[config.mk]
export PLATFORM = sky130hd
export DESIGN_NAME = mcuor_regs
export DESIGN_NICKNAME = d
export VERILOG_FILES = /design/src/pkg/mcuor_pkg.sv /design/src/logic/mcuor_regs.sv
export SDC_FILE = /design/constraint.sdc
export NUM_CORES = 1
export LEC_CHECK = 0
export ABC_AREA = 0
export CORE_UTILIZATION = 40
export CTS_BUF_LIST = sky130_fd_sc_hd__clkbuf_4 sky130_fd_sc_hd__clkbuf_8 sky130_fd_sc_hd__clkbuf_16
export CTS_CLUSTER_SIZE = 16
export DETAILED_ROUTE_END_ITERATION = 6
export DONT_BUFFER_PORTS = 1
export PLACE_DENSITY_LB_ADDON = 0.12
export SYNTH_ARGS = -nofsm -noshare
export SYNTH_HDL_FRONTEND = slang
export SYNTH_SLANG_ARGS = --single-unit
[constraint.sdc]
create_clock -name clock_i -period 7.68 [get_ports clock_i]
set_clock_uncertainty 0.05 [all_clocks]
set_input_delay 1.152 -clock clock_i [delete_from_list [all_inputs] [get_ports clock_i]]
set_output_delay 1.152 -clock clock_i [all_outputs]
set_load 0.02 [all_outputs]
[src/pkg/mcuor_pkg.sv]
// Package: constants and types for the operational register page
package mcuor_pkg;
   // --------------------------------------------------------------
   // Register offsets
   // --------------------------------------------------------------
   localparam logic [5:0] ADDR_INDIRECT = 6'h00;
   localparam logic [5:0] ADDR_TIMER = 6'h01;
   localparam logic [5:0] ADDR_PC = 6'h02;
   localparam logic [5:0] ADDR_STATUS = 6'h03;
   localparam logic [5:0] ADDR_RAM_SELECT = 6'h04;
   localparam logic [5:0] ADDR_PORT5 = 6'h05;
   localparam logic [5:0] ADDR_PORT6 = 6'h06;
   localparam logic [5:0] ADDR_TRIM_SIM = 6'h0d;
   localparam logic [5:0] ADDR_WAKEUP = 6'h0e;
   localparam logic [5:0] ADDR_IRQ_FLAGS = 6'h0f;
   localparam logic [5:0] ADDR_GP_FIRST = 6'h10;
   localparam logic [5:0] ADDR_GP_LAST = 6'h3f;

   // --------------------------------------------------------------
   // Field positions
   // --------------------------------------------------------------
   localparam int STAT_CARRY = 0;
   localparam int STAT_HALF_CARRY = 1;
   localparam int STAT_ZERO = 2;
   localparam int STAT_POWER_DOWN = 3;
   localparam int STAT_TIME_OUT = 4;
   localparam int CTRL_PRESCALER_ASSIGN = 3;
   localparam int CTRL_EDGE_SELECT = 4;
   localparam int CTRL_TIMER_SOURCE = 5;
   localparam int WAKE_PORT_CHANGE = 1;
   localparam int IRQ_TIMER = 0;
   localparam int IRQ_PORT = 1;
   localparam int IRQ_EXT = 2;

   // --------------------------------------------------------------
   // Reset values and widths
   // --------------------------------------------------------------
   localparam int PC_WIDTH = 10;
   localparam logic [9:0] PC_RESET = 10'h000;
   localparam logic [7:0] STATUS_RESET = 8'h18;
   localparam logic [7:0] RAM_SELECT_RESET = 8'hc0;
   localparam logic [7:0] RAM_SELECT_FIXED = 8'hc0;
   localparam logic [7:0] PORT5_MASK = 8'h7f;
   localparam logic [7:0] WAKEUP_MASK = 8'h02;
   localparam logic [7:0] IRQ_MASK = 8'h07;
   localparam logic [7:0] TRIM_MASK = 8'h0f;

   // Control-transfer operation presented by the core
   typedef enum logic [2:0] {
      MCUOR_OP_NONE = 3'b000,
      MCUOR_OP_JUMP = 3'b001,
      MCUOR_OP_CALL = 3'b011,
      MCUOR_OP_RETURN = 3'b010,
      MCUOR_OP_ADD_PC = 3'b110,
      MCUOR_OP_STEP = 3'b111
   } mcuor_op_type;

   // Program fetch state: extra cycle after any PC change
   typedef enum logic [0:0] {
      MCUOR_RUN = 1'b0,
      MCUOR_REFILL = 1'b1
   } mcuor_fetch_type;
endpackage

[src/logic/mcuor_regs.sv]
// Operational register page of an 8-bit microcontroller core
`timescale 1ns/1ps
`default_nettype none

module mcuor_regs #(
   parameter int STACK_DEPTH = 8,
   parameter int PRESCALE_WIDTH = 8
) (
   input wire logic clock_i,
   input wire logic rst_n_i,
   // Data access from the execution core
   input wire logic [5:0] data_addr_i,
   input wire logic data_read_i,
   input wire logic data_write_i,
   input wire logic [7:0] data_wdata_i,
   input wire logic pc_low_write_i,
   output logic [7:0] data_rdata_o,
   // Flow control from the execution core
   input wire logic instr_valid_i,
   input wire mcuor_pkg::mcuor_op_type op_i,
   input wire logic [9:0] operand_i,
   input wire logic [7:0] accumulator_i,
   output logic [9:0] program_counter_o,
   output logic stall_o,
   // Status updates from the ALU
   input wire logic flags_write_i,
   input wire logic [2:0] flags_i,
   input wire logic sleep_instruction_i,
   input wire logic watchdog_clear_instruction_i,
   input wire logic watchdog_expired_i,
   input wire logic ram_select_increment_i,
   // Control page bits and pins
   input wire logic [7:0] core_control_i,
   input wire logic [7:0] interrupt_mask_i,
   input wire logic timer_pin_i,
   input wire logic ext_irq_n_i,
   input wire logic [7:0] port6_pins_i,
   output logic [7:0] port5_data_o,
   output logic [7:0] port6_data_o,
   output logic [7:0] interrupt_flags_o,
   output logic port_change_wake_o,
   output logic [PRESCALE_WIDTH-1:0] prescaler_o
);
   import mcuor_pkg::*;

   // ----------------------------------------------------------------
   // State record
   // ----------------------------------------------------------------
   typedef struct packed {
      logic [9:0] pc;
      logic [STACK_DEPTH-1:0][9:0] stack;
      logic [7:0] timer;
      logic [PRESCALE_WIDTH-1:0] prescale;
      logic [7:0] status;
      logic [7:0] ram_select;
      logic [7:0] port5;
      logic [7:0] port6;
      logic [7:0] trim;
      logic [7:0] wakeup;
      logic [7:0] irq_flags;
      logic [2:0] tpin_sync;
      logic tpin_state;
      logic [2:0] int_sync;
      logic int_state;
      logic [7:0][2:0] p6_sync;
      logic [7:0] p6_state;
      logic [7:0] rdata;
      mcuor_fetch_type fetch;
   } mcuor_state_type;

   mcuor_state_type cur;
   mcuor_state_type next_cur;

   // General-purpose RAM kept apart: 48 bytes, no reset needed
   logic [7:0] gp_ram [ADDR_GP_FIRST:ADDR_GP_LAST];

   logic [5:0] eff_addr;
   logic [7:0] read_mux;
   logic [7:0] p6_stable;
   logic [7:0] p6_changed;
   logic tpin_stable;
   logic int_stable;

   // ----------------------------------------------------------------
   // Address resolution and pin filtering
   // ----------------------------------------------------------------
   // Indirect access uses the select pointer instead
   assign eff_addr = (data_addr_i == ADDR_INDIRECT) ?
      cur.ram_select[5:0] : data_addr_i;

   // Port-6 pins: accept change once the two later stages agree
   genvar gi;
   generate
      for (gi = 0; gi < 8; gi++) begin : g_p6
         assign p6_stable[gi] = cur.p6_sync[gi][1] == cur.p6_sync[gi][2];
         assign p6_changed[gi] = p6_stable[gi] &&
            (cur.p6_sync[gi][2] != cur.p6_state[gi]);
      end
   endgenerate

   assign tpin_stable = cur.tpin_sync[1] == cur.tpin_sync[2];
   assign int_stable = cur.int_sync[1] == cur.int_sync[2];

   // ----------------------------------------------------------------
   // Read multiplexer
   // ----------------------------------------------------------------
   always_comb begin
      read_mux = 8'h00;
      case (eff_addr)
         ADDR_INDIRECT: read_mux = 8'h00; // Pointer at itself reads 0
         ADDR_TIMER: read_mux = cur.timer;
         ADDR_PC: read_mux = cur.pc[7:0];
         ADDR_STATUS: read_mux = cur.status;
         ADDR_RAM_SELECT: read_mux = cur.ram_select;
         ADDR_PORT5: read_mux = cur.port5 & PORT5_MASK;
         ADDR_PORT6: read_mux = cur.port6;
         ADDR_TRIM_SIM: read_mux = cur.trim & TRIM_MASK;
         ADDR_WAKEUP: read_mux = cur.wakeup & WAKEUP_MASK;
         ADDR_IRQ_FLAGS: read_mux = cur.irq_flags & interrupt_mask_i &
            IRQ_MASK;
         default: begin
            if (eff_addr >= ADDR_GP_FIRST) begin
               read_mux = gp_ram[eff_addr];
            end
         end
      endcase
   end

   // ----------------------------------------------------------------
   // Next-state logic
   // ----------------------------------------------------------------
   always_comb begin
      logic tick;
      logic pin_edge;
      logic timer_advance;
      logic [PRESCALE_WIDTH-1:0] ratio_mask;
      logic pc_changed;
      logic [9:0] pc_inc;
      logic [7:0] ev;
      tick = 1'b0;
      pin_edge = 1'b0;
      timer_advance = 1'b0;
      ratio_mask = '0;
      pc_changed = 1'b0;
      pc_inc = cur.pc + 10'h001;
      ev = 8'h00;
      next_cur = cur;

      // Synchroniser chains; only stages 1 and 2 are compared
      next_cur.tpin_sync = {cur.tpin_sync[1:0], timer_pin_i};
      next_cur.int_sync = {cur.int_sync[1:0], ext_irq_n_i};
      for (int i = 0; i < 8; i++) begin
         next_cur.p6_sync[i] = {cur.p6_sync[i][1:0], port6_pins_i[i]};
      end
      if (tpin_stable) begin
         next_cur.tpin_state = cur.tpin_sync[2];
      end
      if (int_stable) begin
         next_cur.int_state = cur.int_sync[2];
      end
      for (int i = 0; i < 8; i++) begin
         if (p6_stable[i]) begin
            next_cur.p6_state[i] = cur.p6_sync[i][2];
         end
      end

      // Timer source: instruction clock or selected pin edge
      if (tpin_stable && cur.tpin_sync[2] != cur.tpin_state) begin
         pin_edge = core_control_i[CTRL_EDGE_SELECT] ?
            !cur.tpin_sync[2] : cur.tpin_sync[2];
      end
      tick = core_control_i[CTRL_TIMER_SOURCE] ? pin_edge :
         instr_valid_i;

      // Prescaler sits in the timer path only when assign bit is 0
      ratio_mask = PRESCALE_WIDTH'((2 << core_control_i[2:0]) - 1);
      if (!core_control_i[CTRL_PRESCALER_ASSIGN]) begin
         if (tick) begin
            next_cur.prescale = cur.prescale + 1'b1;
            timer_advance = ((cur.prescale + 1'b1) & ratio_mask) == '0;
         end
      end else begin
         timer_advance = tick;
      end
      if (timer_advance) begin
         next_cur.timer = cur.timer + 8'h01;
         ev[IRQ_TIMER] = cur.timer == 8'hff;
      end

      // Event sources for the interrupt flags
      ev[IRQ_PORT] = |p6_changed;
      ev[IRQ_EXT] = int_stable && cur.int_state &&
         !cur.int_sync[2];

      // Data writes
      if (data_write_i) begin
         case (eff_addr)
            ADDR_TIMER: begin
               next_cur.timer = data_wdata_i;
               next_cur.prescale = '0;
            end
            ADDR_PC: begin
               if (!pc_low_write_i) begin
                  next_cur.pc = {cur.pc[9:8], data_wdata_i};
                  pc_changed = 1'b1;
               end
            end
            ADDR_STATUS: begin
               next_cur.status = data_wdata_i;
            end
            ADDR_RAM_SELECT: begin
               next_cur.ram_select = data_wdata_i | RAM_SELECT_FIXED;
            end
            ADDR_PORT5: next_cur.port5 = data_wdata_i & PORT5_MASK;
            ADDR_PORT6: next_cur.port6 = data_wdata_i;
            ADDR_TRIM_SIM: next_cur.trim = data_wdata_i & TRIM_MASK;
            ADDR_WAKEUP: next_cur.wakeup = data_wdata_i & WAKEUP_MASK;
            ADDR_IRQ_FLAGS: begin
               next_cur.irq_flags = cur.irq_flags &
                  data_wdata_i;
            end
            default: ;
         endcase
      end
      // Hardware set wins over a clearing write in the same cycle
      next_cur.irq_flags = (next_cur.irq_flags | ev) & IRQ_MASK;

      // Select pointer increment wraps inside six bits
      if (ram_select_increment_i) begin
         next_cur.ram_select = {RAM_SELECT_FIXED[7:6],
            6'(cur.ram_select[5:0] + 6'h01)};
      end

      // Status flags from the ALU
      if (flags_write_i) begin
         next_cur.status[STAT_CARRY] = flags_i[0];
         next_cur.status[STAT_HALF_CARRY] = flags_i[1];
         next_cur.status[STAT_ZERO] = flags_i[2];
      end
      if (next_cur.ram_select[5:0] == ADDR_GP_LAST &&
          cur.ram_select[5:0] != ADDR_GP_LAST) begin
         next_cur.status[STAT_ZERO] = 1'b1;
      end
      if (sleep_instruction_i) begin
         next_cur.status[STAT_POWER_DOWN] = 1'b0;
         next_cur.status[STAT_TIME_OUT] = 1'b1;
      end
      if (watchdog_clear_instruction_i) begin
         next_cur.status[STAT_POWER_DOWN] = 1'b1;
         next_cur.status[STAT_TIME_OUT] = 1'b1;
      end
      if (watchdog_expired_i) begin
         next_cur.status[STAT_TIME_OUT] = 1'b0;
      end

      // Program flow; the refill cycle accepts no new instruction
      if (instr_valid_i && cur.fetch == MCUOR_RUN) begin
         case (op_i)
            MCUOR_OP_JUMP: begin
               next_cur.pc = operand_i;
               pc_changed = 1'b1;
            end
            MCUOR_OP_CALL: begin
               for (int i = STACK_DEPTH - 1; i > 0; i--) begin
                  next_cur.stack[i] = cur.stack[i-1];
               end
               next_cur.stack[0] = pc_inc;
               next_cur.pc = operand_i;
               pc_changed = 1'b1;
            end
            MCUOR_OP_RETURN: begin
               next_cur.pc = cur.stack[0];
               for (int i = 0; i < STACK_DEPTH - 1; i++) begin
                  next_cur.stack[i] = cur.stack[i+1];
               end
               pc_changed = 1'b1;
            end
            MCUOR_OP_ADD_PC: begin
               next_cur.pc = cur.pc + {2'b00, accumulator_i};
               pc_changed = 1'b1;
            end
            MCUOR_OP_STEP: begin
               if (!pc_changed) begin
                  next_cur.pc = pc_inc;
               end
            end
            default: ;
         endcase
      end
      // Any PC change costs one more instruction cycle
      next_cur.fetch = pc_changed ? MCUOR_REFILL : MCUOR_RUN;

      next_cur.rdata = data_read_i ? read_mux : cur.rdata;
   end

   // ----------------------------------------------------------------
   // State register
   // ----------------------------------------------------------------
   always_ff @(posedge clock_i or negedge rst_n_i) begin
      if (!rst_n_i) begin
         cur <= '0;
         cur.pc <= PC_RESET;
         cur.status <= STATUS_RESET;
         cur.ram_select <= RAM_SELECT_RESET;
         cur.tpin_sync <= 3'b000;
         cur.int_sync <= 3'b111;
         cur.int_state <= 1'b1;
         cur.fetch <= MCUOR_RUN;
      end else begin
         cur <= next_cur;
      end
   end

   // General RAM is written through the same resolved address
   always_ff @(posedge clock_i) begin
      if (data_write_i && eff_addr >= ADDR_GP_FIRST) begin
         gp_ram[eff_addr] <= data_wdata_i;
      end
   end

   // ----------------------------------------------------------------
   // Outputs
   // ----------------------------------------------------------------
   assign data_rdata_o = cur.rdata;
   assign program_counter_o = cur.pc;
   assign stall_o = cur.fetch == MCUOR_REFILL;
   assign port5_data_o = cur.port5;
   assign port6_data_o = cur.port6;
   assign interrupt_flags_o = cur.irq_flags;
   assign prescaler_o = cur.prescale;
   // Wake request only while the enable bit is set
   assign port_change_wake_o = cur.wakeup[WAKE_PORT_CHANGE] &&
      |p6_changed;
endmodule

`default_nettype wire

# Yosys cells after proc, flatten, opt, wreduce, memory -nomap -nowiden
# Memory sizes are Yosys's and may differ from the RTL's.
# Cells that the tools add are included.
[word_totals]
out_inout_bits = 52
n_memories = 1
reg_bits = 194
ram_bits = 384
[memory_table]
columns = ["name", "words", "width", "rd", "rd_ports_with_merged_regs", "wr", "line", "rtl"]
rows = [
  ["gp_ram", 48, 8, 1, 0, 1, "mcuor_regs.sv:75", "logic [7:0] gp_ram [ADDR_GP_FIRST:ADDR_GP_LAST];"],
]
[classes]
n_eq_ne = 36
shift = 1
add_sub_neg = 6
bitwise_logic = 5
n_lt_le_gt_ge = 1
mux = 43
n_reduce_logical = 46
[op_table]
columns = ["cell", "count"]
rows = [
  ["one-hot mux 70 bit (2 select lines)", 1],
  ["2-to-1 mux 8 bit", 12],
  ["2-to-1 mux 90 bit", 1],
  ["one-hot mux 8 bit (10 select lines)", 1],
  ["2-to-1 mux 72 bit", 1],
  ["one-hot mux 10 bit (4 select lines)", 1],
  ["AND reduction 2 bit", 12],
  ["2-to-1 mux 10 bit", 2],
  ["== test 6 x 3 -> 1 bit, second input constant", 3],
  ["== test 6 x 4 -> 1 bit, second input constant", 3],
  ["adder 8 x 1 -> 8 bit, second input constant", 2],
  ["2-to-1 mux 1 bit", 16],
  ["2-to-1 mux 16 bit", 1],
  ["logical AND 1 bit", 15],
  ["== test 6 x 2 -> 1 bit, second input constant", 2],
  ["logical NOT 6 bit", 2],
  ["nonzero test 3 bit", 4],
  ["adder 10 x 1 -> 10 bit, second input constant", 1],
  ["adder 10 x 8 -> 10 bit", 1],
  ["== test 1 bit", 10],
  ["nonzero test 2 bit", 5],
  ["inequality test 1 bit", 9],
  ["AND 3 x 8 -> 8 bit", 1],
  ["AND 8 bit", 1],
  ["25 further kinds", 31],
]

# Longest topological paths before layout
[logic_depth]
depth_word = 14
depth_mapped = 12

# Worst setup path after synthesis
# No wires, ideal clock.
[synth_timing]
kind = "input port to flip-flop"
from = "input data_addr_i[2]"
to = "memory gp_ram[52][0] (enable)"
path_buffers = 1
slack_ns = 4.119
path_stages = 7
setup_ns = 0.383
required_time_ns = 7.247
arrival_ns = 3.128
path_cell_list = "buf_6 or4_4 nor3_4 a32oi_1 nor2_1 nand2_1 nor3_1"
[synth_between]
elab_chain_len = 6
[synth_rtl]
columns = ["item", "line", "rtl"]
rows = [
  ["start: declaration", "mcuor_regs.sv:12", "input wire logic [5:0] data_addr_i,"],
  ["logical NOT 6 bit", "mcuor_regs.sv:88", "assign eff_addr = (data_addr_i == ADDR_INDIRECT) ?"],
  ["2-to-1 mux 6 bit *", "mcuor_regs.sv:88", ""],
  ["greater-or-equal comparator 6 x 5 -> 1 bit", "mcuor_regs.sv:316", "if (data_write_i && eff_addr >= ADDR_GP_FIRST) begin"],
  ["logical AND 1 bit", "mcuor_regs.sv:316", ""],
  ["2-to-1 mux 1 bit", "mcuor_regs.sv:316", ""],
  ["2-to-1 mux 1 bit (implied by the code)", "mcuor_regs.sv:317", "gp_ram[eff_addr] <= data_wdata_i;"],
  ["end: declaration", "mcuor_regs.sv:75", ""],
]
# Mark *: on every way between the ends. The rest lies on a longest branch, timed or not.

# Worst setup path after layout
[layout_timing]
from = "register cur[90] (netlist name)"
to = "register cur, in the netlist data_rdata_o[7]"
[layout_between]
elab_chain_len = 4
elab_cells_between_ends = 15
classes_between = "order compare (1); eq/ne (9); mux (3); reduce/logical (1); memory (1)"
[layout_rtl]
columns = ["item", "line", "rtl"]
rows = [
  ["start: declaration", "mcuor_regs.sv:71", "mcuor_state_type cur;"],
  ["start signal: assignment", "mcuor_regs.sv:310", "cur <= next_cur;"],
  ["2-to-1 mux 6 bit *", "mcuor_regs.sv:88", ""],
  ["memory (48 x 8 bit) or greater-or-equal comparator 6 x 5 -> 1 bit (tied branches)", "-", ""],
  ["2-to-1 mux 8 bit", "mcuor_regs.sv:122", "if (eff_addr >= ADDR_GP_FIRST) begin"],
  ["one-hot mux 8 bit (10 select lines) *", "mcuor_regs.sv:109", "case (eff_addr)"],
]
# Marks and branches as above.
# A chain may end at the register's enable or synchronous reset.

==> reports/results.ini <==
[timing]
fin_crit_sh=0.525
fin_crit_ns=4.03
tightest_slew_ns=0.940
hold_viol=0
timing.fmax_mhz=248
slew_viol_final=0
layout_setup_ws_ns=3.65
rsz0062_at_grt=no
finalSetupTns_ns=0
setup_violations=0
relSlewSlack=0.373

[run_status]
failed_checks=DRC
status=complete, but fails checks

[routing]
viasPerCell=5.77
drt_iter0_markers=1151
wl_um=61400
drc=3
dr.pass1.iters=7
vias=15000
post_drt_wl_per_cell_um=23.7
drt.antenna.violating_nets=0

[clock_tree]
clock_path_buffers=3
cts_setup_buffers=0
clk_latency_ns=0.60
cts_sinks=577
cts_buffers=66
cts_tree=built
clkTransAtPathRegs_ns=0.06
htree_num_levels=3
postCtsHoldBufs=0
ctsResizeCount=0
cts-root-buf=clkbuf_16

[logic_synthesis]
synth-seq-cells=577
avgSynthCellArea_sq_um=13.0
synth_seq_area_share=0.683
synth_edf_count=384
synthArstFlopShare=0.334
synth_cells=1842
netlist_area_sq_mm=0.0240
ys_dominant_reg_cell=edfxtp_1
ys_warn_count=0
synthDistinctLibCells=82

[cells_and_area]
nFillCells=5322
syn_to_final_growth_pct=9.85
multi_input_area_sq_mm=0.00669
fin_util=0.446
nNetsFinal=1859
antenna_cells=0
ff_latch_area_sq_mm=0.0164
drive_gt1_frac=0.110

[worst_setup_path]
cp-end-kind=flop
worstSetupStartpointType=flop
cp_data_arrival_time_ns=4.50
cp_data_required_time_ns=8.14
crit_fanout=51
critPathKind=reg2reg

[pwr]
power.density_mw_per_mm2=285
vdd_drop_max_mv=0.214
power_leakage_nw=9.02
power_w=0.00751

[placement]
pre_cts_slack_ns=3.22
port_buffers=0
gp_congestion=0.923
dpl.hpwl_um=38400

[global_route]
grt_first_pass_wirelength_um=93900
antenna_found_initial=1
grt_pass1_vias=15100
grt_max_degree=194
track_usage=0.205
grt-ovfl-total=0

[floorplanning]
die_area_sq_mm=0.0609
rows=89
core-area_sq_mm=0.0591
dieHeight_um=247
ios=127
die_width_um=247
initial_core_util=0.406

[min_path]
hold_class=in2async

[job]
cap_violations=0

==> cell families after synthesis <==
group / after synthesis / share of synthesized area
DFF: 577 / 0.683
muxes: 41 / 0.0187
and+or+nand+nor: 391 / 0.0749
adders and majority gates: 24 / 0.0118
other: 1 / 0.000156
buffers and inverters: 174 / 0.0401
xor gates and xnor gates: 30 / 0.0110
AOI/OAI and AO/OA: 604 / 0.161
==> stage by stage <==
step,hold slack [ns],cells,area (sq um)
floorplan,0.281,1847,24000
global placement,0.285,2475,24200
detailed placement,0.286,2475,24200
CTS,0.169,2595,26300
global route,0.171,2595,26300
finish,0.200,2595,26300
==> final timing paths <==
kind | to | from | depth (start not counted) | slack [ns]
min | cur[194] | rst_n_i | 0 | 0.20
max | data_rdata_o[7] | cur[90] | 9 | 3.65
max in group asynchronous | cur[44] | rst_n_i | 0 | 6.95
min in group clock_i | cur[24] | cur[23] | 0 | 0.30
min reg2reg | cur[24] | cur[23] | 0 | 0.30
max reg2reg | data_rdata_o[7] | cur[90] | 9 | 3.65
==> metal layers <==
layer | share of wire | vias up | GRT usage
met5 | 0 | - | 0
met4 | 0.021 | 0 | 0.0594
met3 | 0.082 | 85 | 0.0652
met2 | 0.47 | 430 | 0.324
met1 | 0.43 | 7493 | 0.268
li1 | - | 6971 | -
==> worst max-delay path, cell delays in order, from the launching register on <==
cell and delay (ns):
dfrtp_1 0.51, inv_1 0.15, a31oi_1 0.24, or2_4 0.54, buf_4 0.66, o22ai_1 0.17, o21ai_0 0.33, a41oi_1 0.34
or4_1 0.67, a31oi_1 0.23
==> power by group <==
group | internal [W] | leakage [nW] | switching, W
Combinational | 0.000262 | 2.05 | 0.000349
Sequential | 0.00351 | 5.89 | 0.000306
Clock | 0.00181 | 1.07 | 0.00127
==> cell type report <==
type                            instances  share of cell area
Tap cell                              773              0.0367
Sequential cell                       577               0.621
Inverter                               12             0.00171
Clock inverter                         35              0.0114
Multi-Input combinational cell       1096               0.254
Clock buffer                           85              0.0699
Timing Repair Buffer                   17             0.00484
==> layout by cell type (no fill, tap or decap), types with 17 or more instances in the layout <==
master     count
a41oi_1       21
clkbuf_16     68
nand4_1       18
dfrtp_1      186
xnor2_1       17
mux2_2        31
nor2_1       107
buf_4         17
nand3_1       21
o22ai_1      238
a222oi_1      17
edfxtp_1     384
o21ai_0      188
nand2_1      174
a21oi_1       37
==> state kept, by name, summed over array words and instances, names as in the netlist <==
name               count
gp_ram               384
cur                  148
program_counter_o     10
data_rdata_o           8
port6_data_o           8
prescaler_o            8
port5_data_o           7
interrupt_flags_o      3
stall_o                1
==> synth_stat cells (all sizes together), types with 4 or more instances <==
library cell / count / area [sq um]
and3: 9 / 56.3
a31oi: 13 / 87.6
nor4: 9 / 86.3
o22ai: 238 / 1490
clkbuf: 52 / 196
o22a: 7 / 61.3
o41ai: 4 / 53.8
a21oi: 38 / 194
a22oi: 12 / 90.1
mux2i: 10 / 100
dfstp: 7 / 184
nor2b: 4 / 25.0
buf: 110 / 719
mux2: 31 / 349
o21ai: 193 / 992
or3: 10 / 62.6
xnor2: 17 / 149
o21bai: 4 / 30.0
o211ai: 6 / 45.0
inv: 12 / 45.0
nor2: 112 / 435
a211o: 4 / 35.0
maj3: 10 / 100
a41oi: 22 / 200
o21a: 4 / 30.0
nand4: 19 / 134
ha: 13 / 163
xor2: 13 / 114
dfrtp: 186 / 4650
edfxtp: 384 / 11500
a222oi: 17 / 170
and2: 5 / 31.3
nor3: 12 / 87.6
a32oi: 5 / 43.8
nand2: 176 / 666
or4: 4 / 37.5
a21o: 5 / 38.8
a21boi: 4 / 30.0
a221oi: 8 / 70.1
nand3: 21 / 105
(Power assumes the default switching activity.)
